==> config.mk <==
export PLATFORM = sky130hd
export DESIGN_NAME = pie_irq_enable_flags
export DESIGN_NICKNAME = d
export VERILOG_FILES = /design/src/rtl/pie_pkg.sv /design/src/rtl/pie_irq_enable_flags.sv
export VERILOG_INCLUDE_DIRS = /design/src /design/src/rtl
export SDC_FILE = /design/constraint.sdc
export NUM_CORES = 1
export LEC_CHECK = 0
export BUFFER_PORTS_ARGS = -buffer_cell sky130_fd_sc_hd__buf_4
export CAP_MARGIN = 5
export CORE_UTILIZATION = 44
export DETAILED_ROUTE_END_ITERATION = 12
export PLACE_DENSITY = 0.76
export SYNTH_ARGS = -nofsm -noshare
export SYNTH_HDL_FRONTEND = slang
export SYNTH_SLANG_ARGS = --single-unit
==> constraint.sdc <==
create_clock -name hclk -period 1.8 [get_ports hclk]
set_input_delay 0.18 -clock hclk [delete_from_list [all_inputs] [get_ports hclk]]
set_output_delay 0.18 -clock hclk [all_outputs]
set_load 0.01 [all_outputs]
==> src/rtl/pie_defs.svh <==
`ifndef PIE_DEFS_SVH
`define PIE_DEFS_SVH

// ----------------------------------------
// Register byte addresses
// ----------------------------------------
`define PIE_ADDR_FLAGS3 12'h000
`define PIE_ADDR_EN1 12'h004
`define PIE_ADDR_EN2 12'h008
`define PIE_ADDR_EN3 12'h00C
`define PIE_ADDR_CTRL 12'h010
`define PIE_ADDR_IRQ_STAT 12'h014
`define PIE_ADDR_IRQ_MASK 12'h018

// ----------------------------------------
// Field positions and reset values
// ----------------------------------------
`define PIE_BIT_RXB0 0
`define PIE_BIT_RXB1 1
`define PIE_BIT_TXB0 2
`define PIE_BIT_PARPORT 7
`define PIE_BIT_PRIO 0
`define PIE_BIT_GATE 1
`define PIE_RST_FLAGS3 8'h00
`define PIE_RST_EN1 8'h00
`define PIE_RST_EN2 8'h00
`define PIE_RST_EN3 8'hFF
`define PIE_RST_CTRL 8'h00
`define PIE_FLAG_MASK 8'h07
`define PIE_IRQ_BITS 3

`endif

==> src/rtl/pie_pkg.sv <==
package pie_pkg;
  typedef logic [7:0] pie_byte_t;
  typedef struct packed {
    logic tx_buf0_done;
    logic rx_buf1_msg;
    logic rx_buf0_msg;
  } pie_evt_s;
endpackage : pie_pkg

==> src/rtl/pie_irq_enable_flags.sv <==
`timescale 1ns/10ps
// Behaviour
// - Receive buffer 1 flag sets on a new message and holds until a flags write clears it.
// - Every peripheral source has its own enable bit, except the parallel port on the small package.
// - Enable bits live in three separate enable registers.
// - With priority scheme off, gate bit must be set for any request on enable1_req or periph_irq; irq is not gated.
// - Small package: parallel port enable reads zero, writes ignored.
`include "pie_defs.svh"

module pie_irq_enable_flags import pie_pkg::*; #(
  parameter bit SMALL_PACKAGE = 1'b0
) (
  input wire logic hclk,
  input wire logic hresetn,
  input wire logic hsel,
  input wire logic [11:0] haddr,
  input wire logic [1:0] htrans,
  input wire logic hwrite,
  input wire logic [2:0] hsize,
  input wire logic [31:0] hwdata,
  input wire logic hready,
  output logic [31:0] hrdata,
  output logic hreadyout,
  output logic hresp,
  input wire pie_evt_s evt,
  input wire logic [7:0] enable1_src,
  output logic [7:0] enable1_req,
  output logic periph_irq,
  output logic irq
);

  initial begin
    if (SMALL_PACKAGE !== 1'b0 && SMALL_PACKAGE !== 1'b1) $error("bad SMALL_PACKAGE");
  end

  // ----------------------------------------
  // Bus slave
  // ----------------------------------------
  logic wr_q;
  logic [11:0] addr_q;
  logic wr_en;
  logic take_write;
  logic take_read;

  // Narrow writes complete OKAY but touch nothing: every register is one whole word
  assign take_write = hready && hsel && htrans[1] && hwrite && (hsize == 3'h2);
  assign take_read = hready && hsel && htrans[1] && !hwrite;

  // The write strobe waits for the data phase, where hwdata stands
  always_ff @(posedge hclk or negedge hresetn) begin
    if (!hresetn) begin
      wr_q <= 1'b0;
    end else if (hready) begin
      wr_q <= take_write;
    end
  end

  always_ff @(posedge hclk or negedge hresetn) begin
    if (!hresetn) begin
      addr_q <= 12'h000;
    end else if (hready) begin
      addr_q <= haddr;
    end
  end

  assign wr_en = wr_q;
  // Zero wait states: the slave never stretches a transfer
  assign hreadyout = 1'b1;
  assign hresp = 1'b0;

  function automatic logic hit(input logic [11:0] a, input logic [11:0] r);
    hit = {a[11:2], 2'b00} == r;
  endfunction : hit

  function automatic logic [31:0] zext8(input pie_byte_t v);
    zext8 = {24'h000000, v};
  endfunction : zext8

  // ----------------------------------------
  // Write strobes
  // ----------------------------------------
  logic wr_flags3;
  logic wr_en1;
  logic wr_en2;
  logic wr_en3;
  logic wr_ctrl;
  logic wr_stat;
  logic wr_mask;

  assign wr_flags3 = wr_en && hit(addr_q, `PIE_ADDR_FLAGS3);
  assign wr_en1 = wr_en && hit(addr_q, `PIE_ADDR_EN1);
  assign wr_en2 = wr_en && hit(addr_q, `PIE_ADDR_EN2);
  assign wr_en3 = wr_en && hit(addr_q, `PIE_ADDR_EN3);
  assign wr_ctrl = wr_en && hit(addr_q, `PIE_ADDR_CTRL);
  assign wr_stat = wr_en && hit(addr_q, `PIE_ADDR_IRQ_STAT);
  assign wr_mask = wr_en && hit(addr_q, `PIE_ADDR_IRQ_MASK);

  // ----------------------------------------
  // Flag and enable registers
  // ----------------------------------------
  pie_byte_t flags3_q;
  pie_byte_t en1_q;
  pie_byte_t en2_q;
  pie_byte_t en3_q;
  pie_byte_t ctrl_q;
  logic [`PIE_IRQ_BITS-1:0] stat_q;
  logic [`PIE_IRQ_BITS-1:0] mask_q;
  logic [7:0] evt_bits;
  logic [7:0] en1_wmask;

  assign evt_bits = {5'h00, evt.tx_buf0_done, evt.rx_buf1_msg, evt.rx_buf0_msg};
  // Parallel port enable bit is absent on the small package
  assign en1_wmask = SMALL_PACKAGE ? ~(8'h01 << `PIE_BIT_PARPORT) : 8'hFF;

  // Set wins over a software clear in the same cycle; flags latch whatever the enables hold
  always_ff @(posedge hclk or negedge hresetn) begin
    if (!hresetn) begin
      flags3_q <= `PIE_RST_FLAGS3;
    end else if (wr_flags3) begin
      flags3_q <= (hwdata[7:0] & `PIE_FLAG_MASK) | evt_bits;
    end else begin
      flags3_q <= flags3_q | evt_bits;
    end
  end

  always_ff @(posedge hclk or negedge hresetn) begin
    if (!hresetn) begin
      en1_q <= `PIE_RST_EN1;
    end else if (wr_en1) begin
      en1_q <= hwdata[7:0] & en1_wmask;
    end
  end

  always_ff @(posedge hclk or negedge hresetn) begin
    if (!hresetn) begin
      en2_q <= `PIE_RST_EN2;
    end else if (wr_en2) begin
      en2_q <= hwdata[7:0];
    end
  end

  // Enable register 3 comes out of reset all ones, so buffer flags pass once the gate opens
  always_ff @(posedge hclk or negedge hresetn) begin
    if (!hresetn) begin
      en3_q <= `PIE_RST_EN3;
    end else if (wr_en3) begin
      en3_q <= hwdata[7:0];
    end
  end

  always_ff @(posedge hclk or negedge hresetn) begin
    if (!hresetn) begin
      ctrl_q <= `PIE_RST_CTRL;
    end else if (wr_ctrl) begin
      ctrl_q <= {6'h00, hwdata[1:0]};
    end
  end

  // ----------------------------------------
  // Request gating
  // ----------------------------------------
  logic gate_ok;
  logic [2:0] buf_req;
  logic [7:0] en1_hits;

  assign gate_ok = ctrl_q[`PIE_BIT_PRIO] || ctrl_q[`PIE_BIT_GATE];
  assign buf_req = flags3_q[2:0] & en3_q[2:0];
  assign en1_hits = enable1_src & en1_q;
  assign enable1_req = gate_ok ? en1_hits : 8'h00;
  assign periph_irq = gate_ok && ((|buf_req) || (|en1_hits));

  // ----------------------------------------
  // Block interrupt status, write one to clear
  // ----------------------------------------
  // An event in the clearing cycle survives, so no event is lost to a late clear
  always_ff @(posedge hclk or negedge hresetn) begin
    if (!hresetn) begin
      stat_q <= 3'h0;
    end else if (wr_stat) begin
      stat_q <= (stat_q & ~hwdata[2:0]) | evt_bits[2:0];
    end else begin
      stat_q <= stat_q | evt_bits[2:0];
    end
  end

  always_ff @(posedge hclk or negedge hresetn) begin
    if (!hresetn) begin
      mask_q <= 3'h0;
    end else if (wr_mask) begin
      mask_q <= hwdata[2:0];
    end
  end

  assign irq = |(stat_q & mask_q);

  // ----------------------------------------
  // Read data
  // ----------------------------------------
  logic [31:0] rd_mux;

  always_comb begin
    rd_mux = 32'h0000_0000;
    unique case ({haddr[11:2], 2'b00})
      `PIE_ADDR_FLAGS3: rd_mux = zext8(flags3_q);
      `PIE_ADDR_EN1: rd_mux = zext8(en1_q);
      `PIE_ADDR_EN2: rd_mux = zext8(en2_q);
      `PIE_ADDR_EN3: rd_mux = zext8(en3_q);
      `PIE_ADDR_CTRL: rd_mux = zext8(ctrl_q);
      `PIE_ADDR_IRQ_STAT: rd_mux = {29'h00000000, stat_q};
      `PIE_ADDR_IRQ_MASK: rd_mux = {29'h00000000, mask_q};
      default: rd_mux = 32'h0000_0000;
    endcase
  end

  // Captured in the address phase so the word stands through the whole data phase
  always_ff @(posedge hclk or negedge hresetn) begin
    if (!hresetn) begin
      hrdata <= 32'h0000_0000;
    end else if (take_read) begin
      hrdata <= rd_mux;
    end
  end

endmodule : pie_irq_enable_flags

==> metrics.log, run 1 <==
[metrics] outcome: finished with violations
[metrics] failing checks: setup timing
[metrics] stage delay of the slowest cell on the critical path: 500 ps
[metrics] number of hold-slack violations in the final timing report: 0
[metrics] final-report setup violation count: 24
[metrics] gate count of the mapped netlist: 250
[metrics] final critical delay including setup and external delays: 1950 ps
[metrics] maximum fanout encountered on the critical timing path: 8
[metrics] count of clock tree sinks: 54
[metrics] synthesis-to-layout area growth: 19.5%
[metrics] cells traversed along the worst timing path: nor4b_4 -> nand2_2 -> or4b_4 -> buf_8 -> mux2_4
[metrics] Unique masters post-synth: 39
[metrics] synthesis-stage register bit count: 54
[metrics] required time worst endpoint: 2000 ps
[metrics] wire length of the first global-routing pass: 9630 microns
[metrics] Clk network pwr share: 32.8%
[metrics] Buf/Inv on CP: 1
[metrics] Crit path max-delay family: simple AND/OR/NAND/NOR gates
[metrics] post-DP HPWL: 4290 microns
[metrics] most numerous cell types in the synthesized netlist: sky130_fd_sc_hd__dfrtp_1 (46), sky130_fd_sc_hd__mux2_2 (30), sky130_fd_sc_hd__buf_4 (26)
[metrics] Tot GR Track Use: 19.3%
[metrics] detail-routed via count per cell: 5.24
[metrics] startpoint of the most critical hold path: evt[0]
[metrics] worst setup path category: reg2reg
[metrics] Seq/Total Area, Yosys: 47.4%
[metrics] TritonCTS clock tree: yes
[metrics] area of all sequential standard cells: 1360 sq um
[metrics] top-level port count: 109
[metrics] total wire length: 5980 microns
[metrics] final-layout worst hold slack: 56.5 ps
[metrics] Avg WL per Cell: 15.5 microns
[metrics] Reg-to-Reg Start: addr_q[6]
[metrics] FFs w/ async S/R, synth: 100%
[metrics] floorplan die area: 6850 sq um
[metrics] worst reg2reg path depth: 5
[metrics] count of antenna diodes in the layout: 0
[metrics] Hold EP: flags3_q[0]
[metrics] worst setup margin: -152 ps
[metrics] worst min path class: in2reg
[metrics] GPL Wtd Cong: 0.834
[metrics] TritonRoute pass-1 iters: 4
[metrics] max-cap check violation count: 0
[metrics] antenna violations before repair: 0
[metrics] Critical Path Source Type: register
[metrics] horizontal die dimension: 82.8 microns
[metrics] net switching fraction of the power: 24.2%
[metrics] # fillers: 562
[metrics] Nets: 373
[metrics] pin slew with the least headroom to its limit: 681 ps
[metrics] total number of yosys warnings: 0
[metrics] clock buffer count from CTS: 5
[metrics] number of standard cells in the final layout excluding fillers: 386
[metrics] sequential group share of total power: 54.2%
[metrics] Inst Count DP: 378
[metrics] internal power: 1860 uW
[metrics] placeable core area: 6310 sq um
[metrics] combinational share of power: 13.0%
[metrics] pin count of the biggest net entering global routing: 55
[metrics] Max-Slew Margin vs Limit: 54.6%
[metrics] total number of vias: 2,021
[metrics] leakage power: 0.00159 uW
[metrics] total congestion overflow: 0
[metrics] final antenna-violating net count: 0
[metrics] library cell used as clock root buffer: sky130_fd_sc_hd__clkbuf_8
[metrics] netlist area before placement: 2870 sq um
[metrics] count of flip-flops with a built-in enable after synthesis: 0
[metrics] largest cells by area after synthesis: sky130_fd_sc_hd__dfrtp_1 (40%), sky130_fd_sc_hd__mux2_2 (12%), sky130_fd_sc_hd__mux2_4 (8.4%)
[metrics] number of remaining DRC errors: 0
[metrics] number of global-route vias before repair: 1,904
[metrics] leading register cell type out of synthesis: sky130_fd_sc_hd__dfrtp_1
[metrics] share of final-layout standard cells stronger than drive strength 1: 42.4%
[metrics] WP data arrival: 2150 ps
[metrics] terminus of the critical flop-to-flop path: en1_q[6]
[metrics] power per unit of standard cell area: 715 nW/um^2
[metrics] Max rail drop VDD: 0.335 mV
[metrics] leading area contributor after synthesis: sky130_fd_sc_hd__dfrtp_1
[metrics] source-to-sink clock delay at the later pin of the worst-skew pair: 310 ps
[metrics] cell depth of the worst hold path: 2
[metrics] slowest library cell on the worst path: sky130_fd_sc_hd__or4b_4
[metrics] final critical-path share of the clock period: 108%
[metrics] Worst Skew: 7.32 ps
[metrics] core utilization of the finished layout: 54.3%
[metrics] mean area per synthesized cell: 11.5 sq um
[metrics] most frequent cell after synthesis: sky130_fd_sc_hd__dfrtp_1
[metrics] CP Capture Type: register
[metrics] net load switching power: 595 uW
[metrics] clock buffer depth: 2
[metrics] effective utilization at floorplan: 45.5%
[metrics] Reg2Reg Setup Slack: -150 ps
[metrics] Pins Over Slew Limit: 0
[metrics] portion of synthesized cell area occupied by the leading cell type: 40.1%
[metrics] total number of placement rows: 29
[metrics] Clk pin slew, worst setup/hold paths: 90 ps
[metrics] Design Area, Final: 3430 sq um
[metrics] Die Ht: 82.8 microns
[metrics] Placed Instance Area: 3290 sq um
[metrics] Max Clk Rate: 512 MHz
[metrics] level count of the clock H-tree: 2
[metrics] RSZ-0062 raised after global routing: true
[metrics] Multi-input gate area: 1340 sq um
[metrics] number of buffer cells added on primary ports: 55
[metrics] initial detailed-routing violation count: 103
-- per-stage QoR --
step,setup TNS [ps],power (uW),setup slack (ps)
6_report,-3140,2450,-152
5_1_grt,-4890,2560,-217
4_1_cts,-2990,2460,-159
3_5_place_dp,-2850,1670,-149
3_3_place_gp,-2380,1660,-135
2_1_floorplan,-1340,1560,-83.5
-- per-layer routing --
metal | GRT usage (%) | vias to the layer above | routed length (microns)
li1 | - | 951 | -
met1 | 27.1 | 989 | 2650
met2 | 30.1 | 71 | 2920
met3 | 2.31 | 10 | 293
met4 | 8.10 | 0 | 123
met5 | 0 | - | 0
-- sequential cells by signal, summed over array words and instances (netlist names) --
name	count
ctrl_q	2
en1_q	8
wr_en	1
en3_q	8
flags3_q	3
mask_q	3
stat_q	3
en2_q	8
hrdata	8
addr_q	10
-- how the worst max path moves through the flow --
stage / to / from / slack, ps / cells past startpoint
2_1_floorplan: en2_q[0] / addr_q[9] / -80 / 5
5_1_grt: en1_q[2] / addr_q[6] / -220 / 5
6_report: en1_q[6] / addr_q[6] / -150 / 5
3_5_place_dp: en2_q[0] / addr_q[6] / -150 / 5
3_3_place_gp: en1_q[2] / addr_q[9] / -140 / 5
4_1_cts: en1_q[6] / addr_q[5] / -160 / 5
-- cells in the final DEF, fill, tap and decap left out, types with 6 or more instances in the layout --
cell | synthesis | routed
sky130_fd_sc_hd__conb_1 | 2 | 26
sky130_fd_sc_hd__mux2i_1 | 6 | 6
sky130_fd_sc_hd__a22oi_1 | 6 | 6
sky130_fd_sc_hd__inv_1 | 6 | 6
sky130_fd_sc_hd__dfrtp_1 | 46 | 46
sky130_fd_sc_hd__mux2_4 | 16 | 17
sky130_fd_sc_hd__nand3_1 | 6 | 6
sky130_fd_sc_hd__o21ai_0 | 10 | 10
sky130_fd_sc_hd__dfstp_2 | 8 | 8
sky130_fd_sc_hd__buf_4 | 26 | 62
sky130_fd_sc_hd__nand2_1 | 20 | 20
sky130_fd_sc_hd__mux2_2 | 30 | 29
sky130_fd_sc_hd__nor2_1 | 13 | 13
-- kinds of logic after synthesis --
kind of cell | share of synthesized area, %
DFF | 47.4
and+or+nand+nor | 12.9
other | 0.262
AOI/OAI and AO/OA | 7.45
muxes | 22.2
buffers and inverters | 9.68
-- cell type report --
type,count,share of cell area (%)
clock inverter,1,0.875
sequential,54,39.7
multi-input combinational,176,39.1
timing repair buffer,65,14.6
inverter,6,0.656
clock buffer,7,2.22
tap,77,2.81
-- power groups by stage --
stage | clock network (uW) | logic, uW | registers (uW)
after floorplan | 0 | 233 | 1330
after global placement | 0 | 311 | 1350
after detailed placement | 0 | 317 | 1350
after CTS | 814 | 320 | 1330
after global routing | 868 | 357 | 1340
final | 804 | 320 | 1330
-- what timing repair did --
| action | in CTS | in global routing |
|---|---|---|
| setup endpoints to repair | 24 | 26 |
| endpoints found under the hold margin | 46 | 0 |
| hold buffers | 1 | 0 |
| gates resized for setup | 4 | 6 |
| pin swaps | 1 | 2 |
| buffers inserted | 0 | 1 |
Note: power is estimated with default switching activity, not from simulation.
==> run 2, diff against run 1 <==
--- a/config.mk
+++ b/config.mk
@@ -11,6 +11,7 @@
 export CORE_UTILIZATION = 44
 export DETAILED_ROUTE_END_ITERATION = 12
 export PLACE_DENSITY = 0.76
+export REMOVE_ABC_BUFFERS = 1
 export SYNTH_ARGS = -nofsm -noshare
 export SYNTH_HDL_FRONTEND = slang
 export SYNTH_SLANG_ARGS = --single-unit
==> constraint.sdc (replaced) <==
create_clock -name hclk -period 1.6 [get_ports hclk]
set_input_delay 0.16 -clock hclk [delete_from_list [all_inputs] [get_ports hclk]]
set_output_delay 0.16 -clock hclk [all_outputs]
set_load 0.01 [all_outputs]
==> run 2 against run 1 <==
The flow still finishes with violations (setup timing). Final cell count up 0.78%. Critical endpoint unchanged. Design area rose by 1.7%. Critical path depth shrank 1. Register-to-register slack worse by 210 ps. Sequential cell count stayed put. Utilization is 0.93 points higher. First-iteration DRC count is 57% higher. Maximum frequency shrank 0.63%. Worst hold slack got worse by 25 ps. Worst setup slack lost 210 ps. Total power is 8.3% higher. Sequential share of layout area fell by 0.67 points.
==> metrics.log, run 2 (synthesis gave the netlist of run 1 again) <==
[metrics] outcome: finished with violations
[metrics] failing checks: setup timing
[metrics] maximum fanout encountered on the critical timing path: 8
[metrics] final critical-path share of the clock period: 123%
[metrics] Nets: 376
[metrics] commonest non-fill, non-tap cells in the layout: sky130_fd_sc_hd__buf_4 (65), sky130_fd_sc_hd__dfrtp_1 (46), sky130_fd_sc_hd__mux2_2 (28), sky130_fd_sc_hd__conb_1 (26), sky130_fd_sc_hd__nand2_1 (20)
[metrics] placeable core area: 6310 sq um
[metrics] number of hold-slack violations in the final timing report: 0
[metrics] Reg-to-Reg Start: addr_q[9]
[metrics] final-report setup violation count: 26
[metrics] top-level port count: 109
[metrics] worst slack after detailed placement: -401 ps
[metrics] launching instance or port of the critical path: addr_q[9]
[metrics] count of antenna diodes in the layout: 0
[metrics] Clk network pwr share: 29.2%
[metrics] Reg2Reg Setup Slack: -360 ps
[metrics] horizontal die dimension: 82.8 microns
[metrics] count of clock tree sinks: 54
[metrics] worst setup path category: reg2reg
[metrics] level count of the clock H-tree: 2
[metrics] combinational share of power: 14.7%
[metrics] TritonCTS clock tree: yes
[metrics] net switching fraction of the power: 26.7%
[metrics] endpoint of the most critical setup path: en1_q[6]
[metrics] share of final-layout standard cells stronger than drive strength 1: 44.6%
[metrics] max reg flops: 10
[metrics] final-layout worst hold slack: 31.1 ps
[metrics] GPL Wtd Cong: 0.847
[metrics] total congestion overflow: 0
[metrics] detail-routed via count per cell: 5.15
[metrics] Max rail drop VDD: 0.442 mV
[metrics] clock buffer count from CTS: 5
[metrics] effective utilization at floorplan: 45.5%
[metrics] source-to-sink clock delay at the later pin of the worst-skew pair: 320 ps
[metrics] pin count of the biggest net entering global routing: 55
[metrics] wire length of the first global-routing pass: 9890 microns
[metrics] Pins Over Slew Limit: 0
[metrics] register name with the most flops: addr_q
[metrics] TritonRoute pass-1 iters: 5
[metrics] pin slew with the least headroom to its limit: 655 ps
[metrics] Max Clk Rate: 509 MHz
[metrics] terminus of the critical flop-to-flop path: en1_q[6]
[metrics] Total Power: 2660 uW
[metrics] most common cell after layout, fill and taps aside: sky130_fd_sc_hd__buf_4
[metrics] Max-Slew Margin vs Limit: 56.3%
[metrics] required time worst endpoint: 1800 ps
[metrics] max-cap check violation count: 0
[metrics] Die Ht: 82.8 microns
[metrics] power per unit of standard cell area: 761 nW/um^2
[metrics] internal power: 1950 uW
[metrics] Clk pin slew, worst setup/hold paths: 90 ps
[metrics] number of buffer cells added on primary ports: 55
[metrics] Critical Path Source Type: register
[metrics] CP Capture Type: register
[metrics] clock buffer depth: 2
[metrics] worst min path class: in2reg
[metrics] total wire length: 6100 microns
[metrics] synthesis-to-layout area growth: 21.6%
[metrics] Worst Skew: 10.9 ps
[metrics] Tot GR Track Use: 19.7%
[metrics] WP data arrival: 2160 ps
[metrics] library cell used as clock root buffer: sky130_fd_sc_hd__clkbuf_8
[metrics] initial detailed-routing violation count: 162
[metrics] worst reg2reg path depth: 4
[metrics] final critical delay including setup and external delays: 1960 ps
[metrics] post-DP HPWL: 4490 microns
[metrics] number of remaining DRC errors: 0
[metrics] number of global-route vias before repair: 1,994
[metrics] # fillers: 562
[metrics] final antenna-violating net count: 0
[metrics] RSZ-0062 raised after global routing: true
[metrics] net load switching power: 708 uW
[metrics] leakage power: 0.00161 uW
[metrics] Avg WL per Cell: 15.7 microns
[metrics] floorplan die area: 6850 sq um
[metrics] total number of vias: 2,004
[metrics] total number of placement rows: 29
[metrics] worst setup margin: -365 ps
[metrics] sequential group share of total power: 56.1%
[metrics] core utilization of the finished layout: 55.3%
[metrics] antenna violations before repair: 0
-- run 2: cell types whose count changed in the layout (fill, tap and decap cells not counted), sizes merged --
cell    before  now
buf         64   67
clkbuf       7    5
clkinv       0    3
bufinv       1    0
-- run 2: cell type report --
cell class / count / area [sq um] / area share (%)
multi-input cells: 176 / 1390 / 39.9
flip-flops and latches: 54 / 1360 / 39.0
repair buffers: 68 / 520 / 14.9
well taps: 77 / 96.3 / 2.76
clock buffers: 5 / 68.8 / 1.97
clock inverters: 3 / 26.3 / 0.753
inverters: 6 / 22.5 / 0.645
-- run 2: how the worst min path moves through the flow --
stage,start,endpoint,cells after the start
global route,evt[1],flags3_q[1],2
floorplan,hresetn,addr_q[10],0
CTS,evt[1],flags3_q[1],2
global placement,hresetn,hrdata[4],1
finish,evt[1],flags3_q[1],2
detailed placement,hresetn,hrdata[4],1
-- run 2: power by group through the flow --
stage / Clock, uW / Sequential, uW / Combinational, uW
6_report: 775 / 1490 / 391
5_1_grt: 852 / 1500 / 435
4_1_cts: 801 / 1490 / 382
3_5_place_dp: 0 / 1520 / 374
3_3_place_gp: 0 / 1510 / 367
2_1_floorplan: 0 / 1510 / 182
-- run 2: what timing repair did --
item                       in CTS  in global routing
resized for setup               7                 10
buffers inserted                0                  2
pin swaps                       3                  4
hold endpoints to repair       46                  0
setup endpoints to repair      27                 29
hold buffers                    1                  0
-- run 2: per-layer routing --
layer	track usage (%)	vias to the layer above	share of wire, %
met3	3.74	7	7.1
met2	30.7	99	46
met4	5.69	0	1.6
li1	-	958	-
met1	27.9	940	46
met5	0	-	0
-- run 2: through the flow --
| step | area, sq um | std cells | TNS, ps |
|---|---|---|---|
| 6_report | 3490 | 389 | -7020 |
| 5_1_grt | 3490 | 389 | -9030 |
| 4_1_cts | 3440 | 389 | -7510 |
| 3_5_place_dp | 3300 | 380 | -8000 |
| 3_3_place_gp | 3300 | 380 | -5980 |
| 2_1_floorplan | 2710 | 236 | -7230 |
-- run 2: critical path: stages (launching register included) --
cell                      delay (ps)
sky130_fd_sc_hd__dfrtp_1         420
sky130_fd_sc_hd__nor4_4          350
sky130_fd_sc_hd__nand2_2         130
sky130_fd_sc_hd__or4b_4          620
sky130_fd_sc_hd__mux2_4          340
